## config.mk

```make
export PLATFORM = sky130hd
export DESIGN_NAME = flash_status_top
export DESIGN_NICKNAME = d
export VERILOG_FILES = /design/src/logic/pin_sync.v /design/src/logic/status_flags.v /design/src/logic/flash_status_top.v
export VERILOG_INCLUDE_DIRS = /design/src /design/src/logic
export SDC_FILE = /design/constraint.sdc
export NUM_CORES = 1
export LEC_CHECK = 0
export BUFFER_PORTS_ARGS = -buffer_cell sky130_fd_sc_hd__buf_2
export CAP_MARGIN = 20
export CORE_MARGIN = 2
export CORE_UTILIZATION = 62
export CTS_BUF_LIST = sky130_fd_sc_hd__clkbuf_4 sky130_fd_sc_hd__clkbuf_8
export DETAILED_ROUTE_END_ITERATION = 8
export HOLD_SLACK_MARGIN = 0.08
export PLACE_DENSITY_LB_ADDON = 0.2
export SETUP_SLACK_MARGIN = 0.02
export SLEW_MARGIN = 5
export SYNTH_ARGS = -nofsm -noshare
export SYNTH_HDL_FRONTEND = slang
export SYNTH_SLANG_ARGS = --single-unit
```

## constraint.sdc

```tcl
create_clock -name ref_clk_i -period 14.49 [get_ports ref_clk_i]
set_input_delay 0 -clock ref_clk_i [delete_from_list [all_inputs] [get_ports ref_clk_i]]
set_output_delay 0 -clock ref_clk_i [all_outputs]
set_load 0.05 [all_outputs]
```

## src/logic/flash_status_map.vh

```
// constants for the flash status and read configuration front end
// assumes: included by bare name from the design files under logic/
//
// Function
// [RQ1] host writes status command to enter status reads
// [RQ2] after program, erase, lock sequences reads return status
// [RQ3] status on low byte, zeros on upper byte
// [RQ4] async read captures status on first enable fall
// [RQ5] sync reads need chip enable or valid toggle; the code refreshes the word only on an address valid fall with chip enable low
// [RQ6] async page status read valid first word only
// [RQ7] sync non-array read repeats word through burst
// [RQ8] bit 7 zero while busy, one when ready
// [RQ9] bit 6 erase suspend, bit 2 program suspend
// [RQ10] bits 5:4 encode program, erase, sequence error
// [RQ11] bit 3 set on low programming supply
// [RQ12] bit 1 set on locked block abort
// [RQ13] bit 0 high while factory buffer loads
// [RQ14] status default value is 0x80
// [RQ15] sequence error in suspend stays after resume
// [RQ16] host clears errors, waits fifteen microseconds
// [RQ17] clear command works regardless of supply level
// [RQ18] bits 7,6,2 live; 5,4,3,1 sticky until clear
// [RQ19] device reset clears all status flags
// [RQ20] read configuration is 16 bit, written by command
// [RQ21] configuration read at identifier offset 0x05
// [RQ22] reset selects asynchronous read mode
`ifndef FLASH_STATUS_MAP_VH
`define FLASH_STATUS_MAP_VH

// ----------------------------------------------------------------
// command codes
// ----------------------------------------------------------------
`define CMD_READ_ARRAY 8'hff
`define CMD_READ_STATUS 8'h70
`define CMD_CLEAR_STATUS 8'h50
`define CMD_READ_IDENT 8'h90
`define CMD_WORD_PROGRAM 8'h40
`define CMD_ERASE_SETUP 8'h20
`define CMD_BLANK_SETUP 8'hbc
`define CMD_FBUF_SETUP 8'h80
`define CMD_CONFIRM 8'hd0
`define CMD_SUSPEND 8'hb0
`define CMD_LOCK_SETUP 8'h60
`define CMD_LOCK 8'h01
`define CMD_LOCK_DOWN 8'h2f
`define CMD_CONFIG_WRITE 8'h03

// ----------------------------------------------------------------
// status word layout and reset
// ----------------------------------------------------------------
`define ST_READY_BIT 7
`define ST_ERASE_PAUSE_BIT 6
`define ST_ERASE_OUT_BIT 5
`define ST_PROG_OUT_BIT 4
`define ST_SUPPLY_BIT 3
`define ST_PROG_PAUSE_BIT 2
`define ST_LOCKED_BIT 1
`define ST_FACTORY_BIT 0
`define ST_RESET 8'h80
`define ST_UPPER_FILL 8'h00

// ----------------------------------------------------------------
// read configuration layout, reset and identifier offset
// ----------------------------------------------------------------
`define CFG_IDENT_OFFSET 8'h05
`define CFG_MODE_BIT 15
`define CFG_RESET 16'h8000
`define CFG_LEN_LSB 0
`define CFG_LEN_MSB 2
`define BURST_LEN_4 3'h1
`define BURST_LEN_8 3'h2
`define BURST_LEN_16 3'h3

`endif

```

## src/logic/pin_sync.v

```verilog
// two-stage synchroniser for a group of pins
// assumes: inputs come from outside the ref_clk_i domain
`timescale 1ns/1ps
module pin_sync #(
  parameter WIDTH = 1,
  parameter [WIDTH-1:0] INIT = {WIDTH{1'b0}}
) (
  input wire ref_clk_i,
  input wire rst_i,
  input wire [WIDTH-1:0] pin_i,
  output wire [WIDTH-1:0] sync_o
);

  reg [WIDTH-1:0] meta_r;
  reg [WIDTH-1:0] sync_r;

  // first stage feeds only the second
  always @(posedge ref_clk_i or posedge rst_i) begin
    if (rst_i) begin
      meta_r <= INIT;
      sync_r <= INIT;
    end else begin
      meta_r <= pin_i;
      sync_r <= meta_r;
    end
  end

  assign sync_o = sync_r;

endmodule // pin_sync

```

## src/logic/status_flags.v

```verilog
// status word: live busy and suspend bits, sticky error bits
// assumes: event pulses and levels come from the ref_clk_i domain
`timescale 1ns/1ps
`include "flash_status_map.vh"
module status_flags (
  input wire ref_clk_i,
  input wire rst_i,
  input wire busy_i,
  input wire erase_pause_i,
  input wire program_pause_i,
  input wire factory_loading_i,
  input wire program_err_i,
  input wire erase_err_i,
  input wire seq_err_i,
  input wire supply_low_i,
  input wire locked_abort_i,
  input wire clear_i,
  output wire [7:0] status_o
);

  reg erase_outcome_flag_r;
  reg program_outcome_flag_r;
  reg supply_lockout_flag_r;
  reg locked_abort_flag_r;

  // sticky bits: set wins over a clear in the same cycle
  always @(posedge ref_clk_i or posedge rst_i) begin
    if (rst_i) begin
      erase_outcome_flag_r <= 1'b0; // RQ19
      program_outcome_flag_r <= 1'b0;
      supply_lockout_flag_r <= 1'b0;
      locked_abort_flag_r <= 1'b0;
    end else begin
      erase_outcome_flag_r <= erase_err_i | seq_err_i |
        (erase_outcome_flag_r & ~clear_i); // RQ10 RQ15 RQ18
      program_outcome_flag_r <= program_err_i | seq_err_i |
        (program_outcome_flag_r & ~clear_i); // RQ10 RQ17
      supply_lockout_flag_r <= supply_low_i |
        (supply_lockout_flag_r & ~clear_i); // RQ11
      locked_abort_flag_r <= locked_abort_i |
        (locked_abort_flag_r & ~clear_i); // RQ12
    end
  end

  // live bits follow the core; idle core gives the default word
  assign status_o[`ST_READY_BIT] = ~busy_i; // RQ8 RQ14
  assign status_o[`ST_ERASE_PAUSE_BIT] = erase_pause_i; // RQ9
  assign status_o[`ST_ERASE_OUT_BIT] = erase_outcome_flag_r;
  assign status_o[`ST_PROG_OUT_BIT] = program_outcome_flag_r;
  assign status_o[`ST_SUPPLY_BIT] = supply_lockout_flag_r;
  assign status_o[`ST_PROG_PAUSE_BIT] = program_pause_i; // RQ9
  assign status_o[`ST_LOCKED_BIT] = locked_abort_flag_r;
  assign status_o[`ST_FACTORY_BIT] = factory_loading_i; // RQ13

endmodule // status_flags

```

## src/logic/flash_status_top.v

```verilog
// flash bus front end: command decode, status and config reads
// assumes: bus pins are asynchronous to ref_clk_i and are
// synchronised here; the array core signals share ref_clk_i
`timescale 1ns/1ps
`include "flash_status_map.vh"
module flash_status_top #(
  parameter ADDR_W = 26
) (
  input wire ref_clk_i,
  input wire rst_i,
  // parallel flash bus pins
  input wire chip_en_n_i,
  input wire out_en_n_i,
  input wire write_en_n_i,
  input wire address_valid_n_i,
  input wire bus_clk_i,
  input wire [ADDR_W-1:0] addr_i,
  input wire [15:0] dq_i,
  output reg [15:0] dq_o,
  output reg dq_oe_n_o,
  // array core side
  input wire [15:0] array_data_i,
  input wire busy_i,
  input wire erase_pause_i,
  input wire program_pause_i,
  input wire factory_loading_i,
  input wire program_err_i,
  input wire erase_err_i,
  input wire supply_low_i,
  input wire locked_abort_i,
  output reg [ADDR_W-1:0] array_addr_o,
  output reg [7:0] op_cmd_o,
  output reg [15:0] op_data_o,
  output reg [ADDR_W-1:0] op_addr_o,
  output reg op_valid_o,
  output reg sync_mode_o
);

  // ----------------------------------------------------------------
  // local codes
  // ----------------------------------------------------------------
  localparam [1:0] RD_ARRAY = 2'd0;
  localparam [1:0] RD_STATUS = 2'd1;
  localparam [1:0] RD_IDENT = 2'd2;

  localparam [2:0] SQ_IDLE = 3'd0;
  localparam [2:0] SQ_PROGRAM = 3'd1;
  localparam [2:0] SQ_ERASE = 3'd2;
  localparam [2:0] SQ_LOCK = 3'd3;
  localparam [2:0] SQ_FBUF = 3'd4;
  localparam [2:0] SQ_BLANK = 3'd5;

  // burst length in beats; zero means continuous
  function [4:0] burst_beats;
    input [2:0] code;
    begin
      case (code)
        `BURST_LEN_4: burst_beats = 5'd4;
        `BURST_LEN_8: burst_beats = 5'd8;
        `BURST_LEN_16: burst_beats = 5'd16;
        default: burst_beats = 5'd0;
      endcase
    end
  endfunction

  // ----------------------------------------------------------------
  // pin synchronisers
  // ----------------------------------------------------------------
  wire [4:0] ctl_s;
  wire [ADDR_W-1:0] addr_s;
  wire [15:0] dq_s;

  pin_sync #(
    .WIDTH(5),
    .INIT(5'h0f)
  ) u_ctl_sync (
    .ref_clk_i(ref_clk_i),
    .rst_i(rst_i),
    .pin_i({bus_clk_i, address_valid_n_i, write_en_n_i, out_en_n_i,
      chip_en_n_i}),
    .sync_o(ctl_s)
  );

  // address and data are held stable around the strobes
  pin_sync #(
    .WIDTH(ADDR_W + 16),
    .INIT({(ADDR_W + 16){1'b0}})
  ) u_bus_sync (
    .ref_clk_i(ref_clk_i),
    .rst_i(rst_i),
    .pin_i({addr_i, dq_i}),
    .sync_o({addr_s, dq_s})
  );

  wire ce_n_s = ctl_s[0];
  wire oe_n_s = ctl_s[1];
  wire we_n_s = ctl_s[2];
  wire avl_n_s = ctl_s[3];
  wire bclk_s = ctl_s[4];

  // ----------------------------------------------------------------
  // edge detection on synchronised strobes
  // ----------------------------------------------------------------
  reg ce_n_d_r;
  reg oe_n_d_r;
  reg we_n_d_r;
  reg avl_n_d_r;
  reg bclk_d_r;

  always @(posedge ref_clk_i or posedge rst_i) begin
    if (rst_i) begin
      ce_n_d_r <= 1'b1;
      oe_n_d_r <= 1'b1;
      we_n_d_r <= 1'b1;
      avl_n_d_r <= 1'b1;
      bclk_d_r <= 1'b0;
    end else begin
      ce_n_d_r <= ce_n_s;
      oe_n_d_r <= oe_n_s;
      we_n_d_r <= we_n_s;
      avl_n_d_r <= avl_n_s;
      bclk_d_r <= bclk_s;
    end
  end

  wire ce_fall = ce_n_d_r & ~ce_n_s;
  wire oe_fall = oe_n_d_r & ~oe_n_s;
  wire avl_fall = avl_n_d_r & ~avl_n_s;
  wire bclk_rise = ~bclk_d_r & bclk_s;
  // a write is taken on the rising edge of write enable
  wire wr_take = ~we_n_d_r & we_n_s & ~ce_n_s;
  wire [7:0] wr_cmd = dq_s[7:0];

  // ----------------------------------------------------------------
  // status word
  // ----------------------------------------------------------------
  wire [7:0] status_live;
  reg seq_err_r;
  reg clear_r;

  status_flags u_status (
    .ref_clk_i(ref_clk_i),
    .rst_i(rst_i),
    .busy_i(busy_i),
    .erase_pause_i(erase_pause_i),
    .program_pause_i(program_pause_i),
    .factory_loading_i(factory_loading_i),
    .program_err_i(program_err_i),
    .erase_err_i(erase_err_i),
    .seq_err_i(seq_err_r),
    .supply_low_i(supply_low_i),
    .locked_abort_i(locked_abort_i),
    .clear_i(clear_r),
    .status_o(status_live)
  );

  // ----------------------------------------------------------------
  // command decode
  // ----------------------------------------------------------------
  reg [1:0] rd_mode_r;
  reg [2:0] seq_r;
  reg [15:0] read_mode_config_r;

  // setup commands wait for their second cycle; a wrong second
  // cycle is a sequence error and leaves status mode selected
  always @(posedge ref_clk_i or posedge rst_i) begin
    if (rst_i) begin
      rd_mode_r <= RD_ARRAY;
      seq_r <= SQ_IDLE;
      read_mode_config_r <= `CFG_RESET; // RQ22
      seq_err_r <= 1'b0;
      clear_r <= 1'b0;
      op_cmd_o <= 8'h00;
      op_data_o <= 16'h0000;
      op_addr_o <= {ADDR_W{1'b0}};
      op_valid_o <= 1'b0;
    end else begin
      seq_err_r <= 1'b0;
      clear_r <= 1'b0;
      op_valid_o <= 1'b0;
      if (wr_take) begin
        op_addr_o <= addr_s;
        op_data_o <= dq_s;
        case (seq_r)
          SQ_PROGRAM: begin
            op_cmd_o <= `CMD_WORD_PROGRAM;
            op_valid_o <= 1'b1;
            rd_mode_r <= RD_STATUS; // RQ2
            seq_r <= SQ_IDLE;
          end
          SQ_ERASE, SQ_FBUF, SQ_BLANK: begin
            if (wr_cmd == `CMD_CONFIRM) begin
              op_cmd_o <= (seq_r == SQ_ERASE) ? `CMD_ERASE_SETUP :
                (seq_r == SQ_FBUF) ? `CMD_FBUF_SETUP : `CMD_BLANK_SETUP;
              op_valid_o <= 1'b1;
            end else begin
              seq_err_r <= 1'b1; // RQ10
            end
            rd_mode_r <= RD_STATUS; // RQ2
            seq_r <= SQ_IDLE;
          end
          SQ_LOCK: begin
            if (wr_cmd == `CMD_CONFIG_WRITE) begin
              read_mode_config_r <= addr_s[15:0]; // RQ20
              rd_mode_r <= RD_ARRAY;
            end else if (wr_cmd == `CMD_LOCK ||
                wr_cmd == `CMD_CONFIRM ||
                wr_cmd == `CMD_LOCK_DOWN) begin
              op_cmd_o <= wr_cmd;
              op_valid_o <= 1'b1;
              rd_mode_r <= RD_STATUS; // RQ2
            end else begin
              seq_err_r <= 1'b1; // RQ15
              rd_mode_r <= RD_STATUS;
            end
            seq_r <= SQ_IDLE;
          end
          default: begin
            case (wr_cmd)
              `CMD_READ_ARRAY: rd_mode_r <= RD_ARRAY;
              `CMD_READ_STATUS: rd_mode_r <= RD_STATUS;
              `CMD_READ_IDENT: rd_mode_r <= RD_IDENT;
              `CMD_CLEAR_STATUS: clear_r <= 1'b1; // RQ17
              `CMD_WORD_PROGRAM: seq_r <= SQ_PROGRAM;
              `CMD_ERASE_SETUP: seq_r <= SQ_ERASE;
              `CMD_FBUF_SETUP: seq_r <= SQ_FBUF;
              `CMD_BLANK_SETUP: seq_r <= SQ_BLANK;
              `CMD_LOCK_SETUP: seq_r <= SQ_LOCK;
              `CMD_SUSPEND, `CMD_CONFIRM: begin
                // suspend and resume go to the core, status follows
                op_cmd_o <= wr_cmd;
                op_valid_o <= 1'b1;
                rd_mode_r <= RD_STATUS;
              end
              default: begin
                seq_err_r <= 1'b1;
                rd_mode_r <= RD_STATUS;
              end
            endcase
          end
        endcase
      end
    end
  end

  // ----------------------------------------------------------------
  // read word selection
  // ----------------------------------------------------------------
  wire async_mode = read_mode_config_r[`CFG_MODE_BIT];
  wire non_array = (rd_mode_r != RD_ARRAY);
  reg [15:0] nonarray_word;

  always @* begin
    if (rd_mode_r == RD_STATUS)
      nonarray_word = {`ST_UPPER_FILL, status_live}; // RQ3
    else if (addr_s[7:0] == `CFG_IDENT_OFFSET)
      nonarray_word = read_mode_config_r; // RQ21
    else
      nonarray_word = 16'h0000;
  end

  // ----------------------------------------------------------------
  // read capture and burst sequencing
  // ----------------------------------------------------------------
  reg [15:0] held_word_r;
  reg armed_r;
  reg [ADDR_W-1:0] first_addr_r;
  reg [ADDR_W-1:0] burst_addr_r;
  reg [4:0] beat_r;
  reg [15:0] dq_nxt;
  reg burst_done;
  wire [4:0] burst_len =
    burst_beats(read_mode_config_r[`CFG_LEN_MSB:`CFG_LEN_LSB]);

  // the word is caught once per access, so status stays steady
  // while the host samples it even if the core moves on
  always @(posedge ref_clk_i or posedge rst_i) begin
    if (rst_i) begin
      held_word_r <= {`ST_UPPER_FILL, `ST_RESET}; // RQ14
      armed_r <= 1'b1;
      first_addr_r <= {ADDR_W{1'b0}};
      burst_addr_r <= {ADDR_W{1'b0}};
      beat_r <= 5'd0;
    end else if (async_mode) begin
      beat_r <= 5'd0;
      if (ce_n_s & oe_n_s) begin
        armed_r <= 1'b1;
      end else if (armed_r & (ce_fall | oe_fall)) begin
        held_word_r <= nonarray_word; // RQ4
        first_addr_r <= addr_s;
        armed_r <= 1'b0;
      end
    end else begin
      // only a new access start refreshes the word
      if (avl_fall & ~ce_n_s) begin
        held_word_r <= nonarray_word; // RQ5
        burst_addr_r <= addr_s;
        beat_r <= 5'd0;
      end else if (bclk_rise & ~oe_n_s & ~ce_n_s & ~burst_done) begin
        beat_r <= beat_r + 5'd1; // RQ7
        burst_addr_r <= burst_addr_r + {{(ADDR_W-1){1'b0}}, 1'b1};
      end
      armed_r <= 1'b1;
    end
  end

  always @* begin
    burst_done = (burst_len != 5'd0) && (beat_r >= burst_len);
  end

  // output data: page words after the first are undefined, driven
  // as zero rather than left floating
  always @* begin
    if (async_mode) begin
      if (!non_array)
        dq_nxt = array_data_i;
      else if (addr_s == first_addr_r)
        dq_nxt = held_word_r;
      else
        dq_nxt = 16'h0000; // RQ6
    end else begin
      dq_nxt = non_array ? held_word_r : array_data_i; // RQ7
    end
  end

  // ----------------------------------------------------------------
  // registered pin outputs
  // ----------------------------------------------------------------
  always @(posedge ref_clk_i or posedge rst_i) begin
    if (rst_i) begin
      dq_o <= 16'h0000;
      dq_oe_n_o <= 1'b1;
      array_addr_o <= {ADDR_W{1'b0}};
      sync_mode_o <= 1'b0;
    end else begin
      dq_o <= dq_nxt;
      dq_oe_n_o <= ce_n_s | oe_n_s | ~we_n_s;
      array_addr_o <= async_mode ? addr_s : burst_addr_r;
      sync_mode_o <= ~async_mode;
    end
  end

endmodule // flash_status_top

```

==> results of run 1 <==
-- worst reg2reg max path, delay by kind of cell, from the launching register on --
family,cells,cell delay (ns)
AO/OA/AOI/OAI,2,1.10
flip-flops,1,1.08
AND/OR/NAND/NOR,1,0.32
buffers and inverters,1,0.24
-- layer usage --
metal,vias up,GRT usage
li1,3998,-
met5,-,0
met4,0,0.08211
met2,298,0.4722
met1,4331,0.4064
met3,55,0.04721
-- cells by family after synthesis --
family	after synthesis	share of synthesized area
and+or+nand+nor	324	0.1287
DFF	295	0.6350
AOI/OAI and AO/OA	179	0.1016
muxes	76	0.07663
buffers and inverters	68	0.02490
xor gates and xnor gates	33	0.02479
adders and majority gates	8	0.008371
-- cells in the mapped netlist (all sizes together) (3+ instances only) --
master and number:
nor2b 7, buf 9, inv 17, and2 3
clkbuf 42, a31oi 7, or3b 4, a2bb2oi 8
dfstp 16, nand2b 5, xnor2 23, xor2 10
a211oi 4, or2 4, nor4 7, a21o 4
o22a 3, ha 7, o32ai 3, a22oi 8
a41oi 3, o22ai 12, and3 7, and4 5
nor3 10, dfrtp 279, o21ai 54, nor2 25
nor4b 4, nor3b 3, nand2 202, a22o 10
a21oi 45, nand3 18, nand4 15, mux2 76
-- worst paths after layout --
path | cells after the start | endpoint | startpoint
worst max register to register | 4 | held_word_r[8]$_DFFE_PP0P_ | read_mode_config_r[15]$_DFFE_PP1P_
worst min register to register | 0 | u_bus_sync.sync_o[18]$_DFF_PP0_ | u_bus_sync.meta_r[18]$_DFF_PP0_
max in group asynchronous | 5 | dq_o[11]$_DFF_PP0_ | rst_i
worst min-delay path | 2 | u_bus_sync.meta_r[23]$_DFF_PP0_ | addr_i[7]
min in group asynchronous | 4 | u_bus_sync.meta_r[12]$_DFF_PP0_ | rst_i
worst max-delay path | 4 | held_word_r[8]$_DFFE_PP0P_ | read_mode_config_r[15]$_DFFE_PP1P_
-- sequential cells by signal (all words and copies together) (netlist names), 2 cells and up --
name                cells
array_addr_o           26
beat_r                  5
burst_addr_r           26
dq_o                   16
first_addr_r           26
held_word_r            16
op_addr_o              26
op_cmd_o                8
op_data_o              16
rd_mode_r               2
read_mode_config_r     16
seq_r                   3
u_bus_sync.meta_r      42
u_bus_sync.sync_o      42
u_ctl_sync.meta_r       5
u_ctl_sync.sync_o       5
-- power breakdown --
group | total [mW] | switching (mW) | internal [mW]
Clock | 0.725 | 0.320 | 0.405
Sequential | 1.01 | 0.0850 | 0.927
Combinational | 0.487 | 0.344 | 0.143
-- layout make-up --
cell class	count	area, µm²
timing repair buffer	294	2102
clock inverter	6	52.55
clock buffer	74	924.6
multi-input combinational	620	3974
inverter	17	71.32
tap	234	292.8
fill	1097	3761
sequential	295	7402
-- stage by stage --
| stage | hold WS (ns) | utilization |
|---|---|---|
| global placement | 0.1045 | 0.6797 |
| global route | 0.08035 | 0.7976 |
| detailed placement | 0.1061 | 0.6797 |
| CTS | 0.08463 | 0.7942 |
| floorplan | 0.004478 | - |
| finish | 0.1059 | 0.7976 |
==> out/qor.csv, run 1 <==
metric,value,unit
status,completed,
reg2reg_slack,11.64,ns
cts_tree,yes,
post_drt_wl_per_cell,18.30,µm
syn_nets,1063,
worst_ep_arrival_time,3.30,ns
critPathTopFamily,compound AO/OA/AOI/OAI gates,
syn2layout_area_growth,27.12,%
dpl.hpwl,16330,µm
postPlaceCellArea,0.01263,mm²
dp.cells,1340,
start_util,0.6274,
grt_max_degree,159,
cts_htree_levels,2,
drive_above_1_share,0.2864,
postCtsHoldBufs,115,
wl_met2,13940,µm
drtIter0Drc,696,
syn_area_per_cell,11.86,µm²
top_level_ports,168,
num_antenna_cells,0,
wl_met1,12140,µm
relSlewSlack,0.3194,
ys_warn_count,0,
grt_pass1_wl,45370,µm
layout_commonest_cell,dfrtp_1,
grt_util_all_layers,0.2885,
num_vias,8682,
setup_viol,0,
setup_ws,11.64,ns
synth.area.top_cells,"dfrtp_1, nand2_1, mux2_2",
layout_min_cycle_time,2.849,ns
critPathKind,register to register,
port_buffers,167,
drcViolationCount,0,
critPathRequiredTime,14.94,ns
slowest_stage,dfstp_2,
period_share,0.1966,
synth_top_area_frac,0.5989,
synthArstFlopShare,1.000,
cp_num_buf_inv,1,
synth_cell_types,66,
root_buffer,clkbuf_8,
finalNonFillerCells,1540,
dr.pass1.iters,5,
clk_pin_slew,0.06,ns
rsz0062_at_grt,no,
routed_via_density,5.638,
grt_pass1_vias,8706,
worstPathMaxFanout,34,
rows,50,
ys.flop_type,dfrtp_1,
antenna_left,0,
synth_area_leader_cell,dfrtp_1,
netlist_area,0.01166,mm²
antenna_found_initial,1,
fmax,0.3510,GHz
hold_viol_final,0,
cts_sinks,295,
coreArea,0.01858,mm²
pre_cts_ws,11.70,ns
wl_met3,1556,µm
cts_buffers,46,
p_per_area,150.1,mW/mm²
ir_drop,101.8,µV
cap_viol_max_count,0,
fin_worst_skew,0.02328,ns
p_leak,6.992,nW
clockBufferDepth,3,
drv_slew,0,
final_cell_mix,"dfrtp_1, nand2_1, buf_2, dlygate4sd3_1, mux2_2",
highest_layer,met4,
clock_latency,0.57,ns
die_w,141.1,µm
wl,28180,µm
gp_congestion,0.9321,
hp-class,input pin to register,
fin_total_pwr,2.224,mW
synth-edff-count,0,
design_area,0.01482,mm²
cp-start-kind,register,
worstPathCellList,inv_1 -> a21oi_2 -> nor2b_1 -> a22o_1,
overflow,0,
finalSetupTns,0,ns
synthCells,983,
nets,1354,
ys_seq_elements,295,
endpoint_kind,register,
max_stage_delay,1.08,ns
die_area,0.01991,mm²
tightest_slew,1.016,ns
post_cts_resized,0,
ys_seq_area_frac,0.6350,
cts_setup_buffers,0,
die_h,141.1,µm
(Power assumes the default switching activity.)
==> run 2, diff against run 1 <==
--- a/config.mk
+++ b/config.mk
@@ -9,7 +9,7 @@
 export BUFFER_PORTS_ARGS = -buffer_cell sky130_fd_sc_hd__buf_2
 export CAP_MARGIN = 20
 export CORE_MARGIN = 2
-export CORE_UTILIZATION = 62
+export CORE_UTILIZATION = 53
 export CTS_BUF_LIST = sky130_fd_sc_hd__clkbuf_4 sky130_fd_sc_hd__clkbuf_8
 export DETAILED_ROUTE_END_ITERATION = 8
 export HOLD_SLACK_MARGIN = 0.08
==> constraint.sdc (replaced) <==
create_clock -name ref_clk_i -period 2.6 [get_ports ref_clk_i]
set_input_delay 0 -clock ref_clk_i [delete_from_list [all_inputs] [get_ports ref_clk_i]]
set_output_delay 0 -clock ref_clk_i [all_outputs]
set_load 0.05 [all_outputs]
==> out/qor.csv, run 2 (synthesis gave the netlist of run 1 again) <==
metric,value,unit,change
ir_drop,594.6,µV,+480%
cap_viol_max_count,0,,unchanged
clock_latency,0.57,ns,about the same
critPathKind,register to register,,
fin_total_pwr,12.85,mW,+480%
drcViolationCount,0,,unchanged
routed_via_density,5.313,,-5.8%
hold_viol_final,0,,unchanged
fmax,0.4147,GHz,+18%
clockBufferDepth,3,,unchanged
drtIter0Drc,692,,-0.57%
num_antenna_cells,0,,unchanged
critPathRequiredTime,3.03,ns,-11.91 ns
grt_pass1_vias,8591,,-1.3%
wl,27320,µm,-3.1%
endpoint_kind,register,,
nets,1372,,+1.3%
final_util,0.7011,,-0.09647
cts_htree_levels,2,,unchanged
postCtsHoldBufs,114,,-0.87%
antenna_left,0,,unchanged
p_leak,7.172,nW,+2.6%
dr.pass1.iters,6,,+1
gp_congestion,0.8574,,-8.0%
netSwitchingFraction,0.3242,,-0.01237
drive_above_1_share,0.3018,,+0.01543
cts_buffers,48,,+4.3%
status,completed,,
top_level_ports,168,,unchanged
root_buffer,clkbuf_8,,
tightest_slew,1.020,ns,+0.003953 ns
layout_min_cycle_time,2.411,ns,-0.4376 ns
overflow,0,,unchanged
p_switching,4.166,mW,+460%
worst_ep_arrival_time,2.84,ns,-0.46 ns
die_area,0.02320,mm²,+16%
p_per_area,844.9,mW/mm²,+460%
antenna_found_initial,0,,-1
cts_setup_buffers,0,,unchanged
port_buffers,167,,unchanged
pwr-share-clk,0.352,,+0.026
syn2layout_area_growth,30.44,%,
drv_slew,0,,unchanged
cp-start-kind,register,,
final_cell_mix,"dfrtp_1, nand2_1, buf_2, dlygate4sd3_1, mux2_2",,
setup_viol,0,,unchanged
post_drt_wl_per_cell,16.95,µm,-7.4%
fin_worst_skew,0.02806,ns,+0.004780 ns
grt_util_all_layers,0.2395,,-0.04904
rows,54,,+8.0%
coreArea,0.02169,mm²,+17%
period_share,0.9274,,+0.7308
relSlewSlack,0.3172,,-0.002179
cts_tree,yes,,
clk_pin_slew,0.06,ns,about the same
dpl.hpwl,17220,µm,+5.5%
wl_met1,12580,µm,+3.6%
worstPathMaxFanout,15,,-56%
comb_power_share,0.210,,-0.009
rsz0062_at_grt,no,,
die_w,152.3,µm,+7.9%
post_cts_resized,0,,unchanged
start_util,0.5375,,-0.08991
cts_sinks,295,,unchanged
nFillCells,1523,,+39%
seqPwrFrac,0.438,,-0.017
hp-class,input pin to register,,
highest_layer,met4,,
layout_commonest_cell,dfrtp_1,,
holdWs,0.09829,ns,-0.007588 ns
wl_met3,1669,µm,+7.3%
grt_max_degree,56,,-65%
grt_pass1_wl,44980,µm,-0.85%
wl_met2,12550,µm,-10%
num_vias,8564,,-1.4%
die_h,152.3,µm,+7.9%
p_int,8.682,mW,+490%
-- run 2: changes by cell type in the layout (fill, tap and decap cells not counted), sizes merged --
cell / change
clkbuf: +4
dlygate4sd3: -2
bufinv: +3
buf: +18
clkinv: +3
-- run 2: worst paths after layout --
kind / startpoint / to / slack (ns) / cells after the start
min reg2reg: u_bus_sync.meta_r[31]$_DFF_PP0_ / u_bus_sync.sync_o[31]$_DFF_PP0_ / 0.34 / 0
max reg2reg: read_mode_config_r[0]$_DFFE_PP0P_ / burst_addr_r[19]$_DFFE_PP0P_ / 0.19 / 7
max in group asynchronous: rst_i / u_ctl_sync.sync_o[3]$_DFF_PP1_ / 1.69 / 4
min in group asynchronous: rst_i / u_bus_sync.meta_r[15]$_DFF_PP0_ / 0.13 / 3
min: addr_i[4] / u_bus_sync.meta_r[20]$_DFF_PP0_ / 0.1 / 2
max: read_mode_config_r[0]$_DFFE_PP0P_ / burst_addr_r[19]$_DFFE_PP0P_ / 0.19 / 7
-- run 2: power groups by stage --
stage / Sequential, mW / Clock [mW] / Combinational [mW]
after global placement: 5.68 / 0 / 2.53
after detailed placement: 5.68 / 0 / 2.57
after floorplan: 6.70 / 0 / 0.819
after CTS: 5.61 / 4.62 / 2.71
final: 5.62 / 4.52 / 2.70
after global routing: 5.70 / 4.85 / 2.89
-- run 2: layout make-up --
class,count,area [µm²],share of cell area
clock buffer,78,979.7,0.06443
clock inverter,12,147.6,0.009710
inverter,17,67.56,0.004443
multi-input combinational,620,3974,0.2613
sequential,295,7402,0.4868
tap,280,350.3,0.02304
timing repair buffer,310,2285,0.1503
-- run 2: layer usage --
metal	track usage	vias to the layer above
li1	-	4049
met1	0.3502	4180
met2	0.3732	285
met3	0.04437	50
met4	0.06587	0
met5	0	-
-- run 2: metrics by stage --
step | setup WS, ns | TNS [ns] | instances | area (µm²)
finish | 0.1888 | 0 | 1612 | 15210
global route | 0.08214 | 0 | 1612 | 15210
CTS | 0.1833 | 0 | 1611 | 15200
detailed placement | 0.1911 | 0 | 1407 | 12930
global placement | 0.2804 | 0 | 1407 | 12930
floorplan | -1.304 | -367.96 | 983 | 11660
-- run 2: worst max-delay path, cell delays in order, from the launching register on --
cell	delay, ns
dfrtp_1	0.44
or3b_2	0.50
ha_1	0.29
nand2_1	0.05
o2111ai_2	0.28
a31o_2	0.44
a21oi_1	0.07
o22a_1	0.21
==> run 3, diff against run 2 <==
--- a/config.mk
+++ b/config.mk
@@ -9,8 +9,7 @@
 export BUFFER_PORTS_ARGS = -buffer_cell sky130_fd_sc_hd__buf_2
 export CAP_MARGIN = 20
 export CORE_MARGIN = 2
-export CORE_UTILIZATION = 53
-export CTS_BUF_LIST = sky130_fd_sc_hd__clkbuf_4 sky130_fd_sc_hd__clkbuf_8
+export CORE_UTILIZATION = 51
 export DETAILED_ROUTE_END_ITERATION = 8
 export HOLD_SLACK_MARGIN = 0.08
 export PLACE_DENSITY_LB_ADDON = 0.2
==> out/qor.csv, run 3 (synthesis gave the netlist of run 1 again) <==
metric,value,unit,change
status,completed,,
ir_drop,571.4,µV,-3.9%
cts_buffers,30,,-38%
fmax,0.4094,GHz,-1.3%
hold_viol_final,0,,unchanged
gp_congestion,0.8215,,-4.2%
dr.pass1.iters,5,,-1
final_util,0.6516,,-0.04956
num_vias,8237,,-3.8%
p_per_area,845.5,mW/mm²,about the same
port_buffers,167,,unchanged
drive_above_1_share,0.2858,,-0.01598
rsz0062_at_grt,no,,
cp-start-kind,register,,
cts_sinks,295,,unchanged
fin_total_pwr,12.43,mW,-3.2%
dp.cells,1412,,+0.36%
wl,26540,µm,-2.8%
clock_latency,0.55,ns,-0.02 ns
start_util,0.5165,,-0.02104
rows,55,,+1.9%
grt_pass1_wl,42920,µm,-4.6%
cp_num_buf_inv,0,,unchanged
hp-class,input pin to register,,
dpl.hpwl,17110,µm,-0.64%
cap_viol_max_count,0,,unchanged
nFillCells,1757,,+15%
routed_via_density,5.297,,-0.29%
cts_tree,yes,,
postPlaceCellArea,0.01287,mm²,-0.44%
worstPathCellList,or3b_2 -> ha_1 -> nand2_1 -> o2111ai_2 -> a31o_2 -> a21oi_1 -> o22a_1,,
clk_pin_slew,0.06,ns,about the same
setup_ws,0.1576,ns,-0.03121 ns
overflow,0,,unchanged
worst_ep_arrival_time,2.87,ns,+0.03 ns
die_h,155.2,µm,+1.9%
nets,1326,,-3.4%
finalSetupTns,0,ns,unchanged
antenna_found_initial,0,,unchanged
holdWs,0.08949,ns,-0.008797 ns
layout_commonest_cell,dfrtp_1,,
die_w,155.2,µm,+1.9%
path_depth,7,,unchanged
critPathKind,register to register,,
grt_util_all_layers,0.2232,,-0.01625
antenna_left,0,,unchanged
setup_viol,0,,unchanged
reg2reg_slack,0.16,ns,-0.03 ns
drv_slew,0,,unchanged
final_cell_mix,"dfrtp_1, nand2_1, buf_2, dlygate4sd3_1, mux2_2",,
slowest_stage,or3b_2,,
die_area,0.02408,mm²,+3.8%
fin_worst_skew,0.01703,ns,-0.01103 ns
worstPathMaxFanout,15,,unchanged
root_buffer,clkbuf_16,,
tightest_slew,0.9554,ns,-0.06503 ns
post_drt_wl_per_cell,17.07,µm,+0.74%
finalNonFillerCells,1555,,-3.5%
layout_min_cycle_time,2.442,ns,+0.03121 ns
cts_htree_levels,1,,-1
critPathRequiredTime,3.03,ns,about the same
grt_max_degree,134,,+140%
p_leak,6.919,nW,-3.5%
top_level_ports,168,,unchanged
pre_cts_ws,0.1997,ns,+0.008614 ns
reg2regPathDepth,7,,unchanged
coreArea,0.02257,mm²,+4.1%
period_share,0.9394,,+0.01200
drtIter0Drc,618,,-11%
hold_depth,2,,unchanged
cts_setup_buffers,0,,unchanged
syn2layout_area_growth,26.16,%,
max_stage_delay,0.49,ns,about the same
num_antenna_cells,0,,unchanged
design_area,0.01471,mm²,-3.3%
clockBufferDepth,3,,unchanged
relSlewSlack,0.3607,,+0.04351
grt_pass1_vias,8085,,-5.9%
post_cts_resized,0,,unchanged
endpoint_kind,register,,
drcViolationCount,0,,unchanged
critPathTopFamily,compound AO/OA/AOI/OAI gates,,
==> run 3: final timing paths <==
| kind | end | start |
|---|---|---|
| worst max-delay path | burst_addr_r[17]$_DFFE_PP0P_ | read_mode_config_r[0]$_DFFE_PP0P_ |
| worst min-delay path | u_bus_sync.meta_r[3]$_DFF_PP0_ | dq_i[3] |
| worst max register to register | burst_addr_r[17]$_DFFE_PP0P_ | read_mode_config_r[0]$_DFFE_PP0P_ |
| worst min register to register | u_bus_sync.sync_o[32]$_DFF_PP0_ | u_bus_sync.meta_r[32]$_DFF_PP0_ |
| max in group asynchronous | array_addr_o[6]$_DFF_PP0_ | rst_i |
| min in group asynchronous | u_bus_sync.meta_r[35]$_DFF_PP0_ | rst_i |
==> run 3: power by group <==
group / leakage (nW) / switching (mW) / internal, mW
logic: 2.82 / 1.89 / 0.778
clock network: 0.486 / 1.77 / 2.39
registers: 3.61 / 0.442 / 5.17
==> run 3: area by class of cell <==
type	instances	area [µm²]	share of cell area
Sequential cell	295	7402	0.5033
Clock inverter	16	115.1	0.007827
Inverter	17	67.56	0.004594
Multi-Input combinational cell	620	3974	0.2702
Tap cell	285	356.6	0.02425
Timing Repair Buffer	282	1942	0.1320
Clock buffer	40	849.6	0.05777
==> run 3: per-layer routing <==
layer	part of all wire	wire length [µm]	vias to the layer above	track usage
met2	0.46	12320	217	0.3526
li1	-	-	3937	-
met1	0.47	12510	4058	0.3336
met5	0	0	-	0
met3	0.054	1429	25	0.03677
met4	0.010	278	0	0.04150
==> run 3: what timing repair did <==
action | CTS | global route
hold buffers | 87 | 0
endpoints found under the hold margin | 350 | 0
setup endpoints to repair | 0 | 0
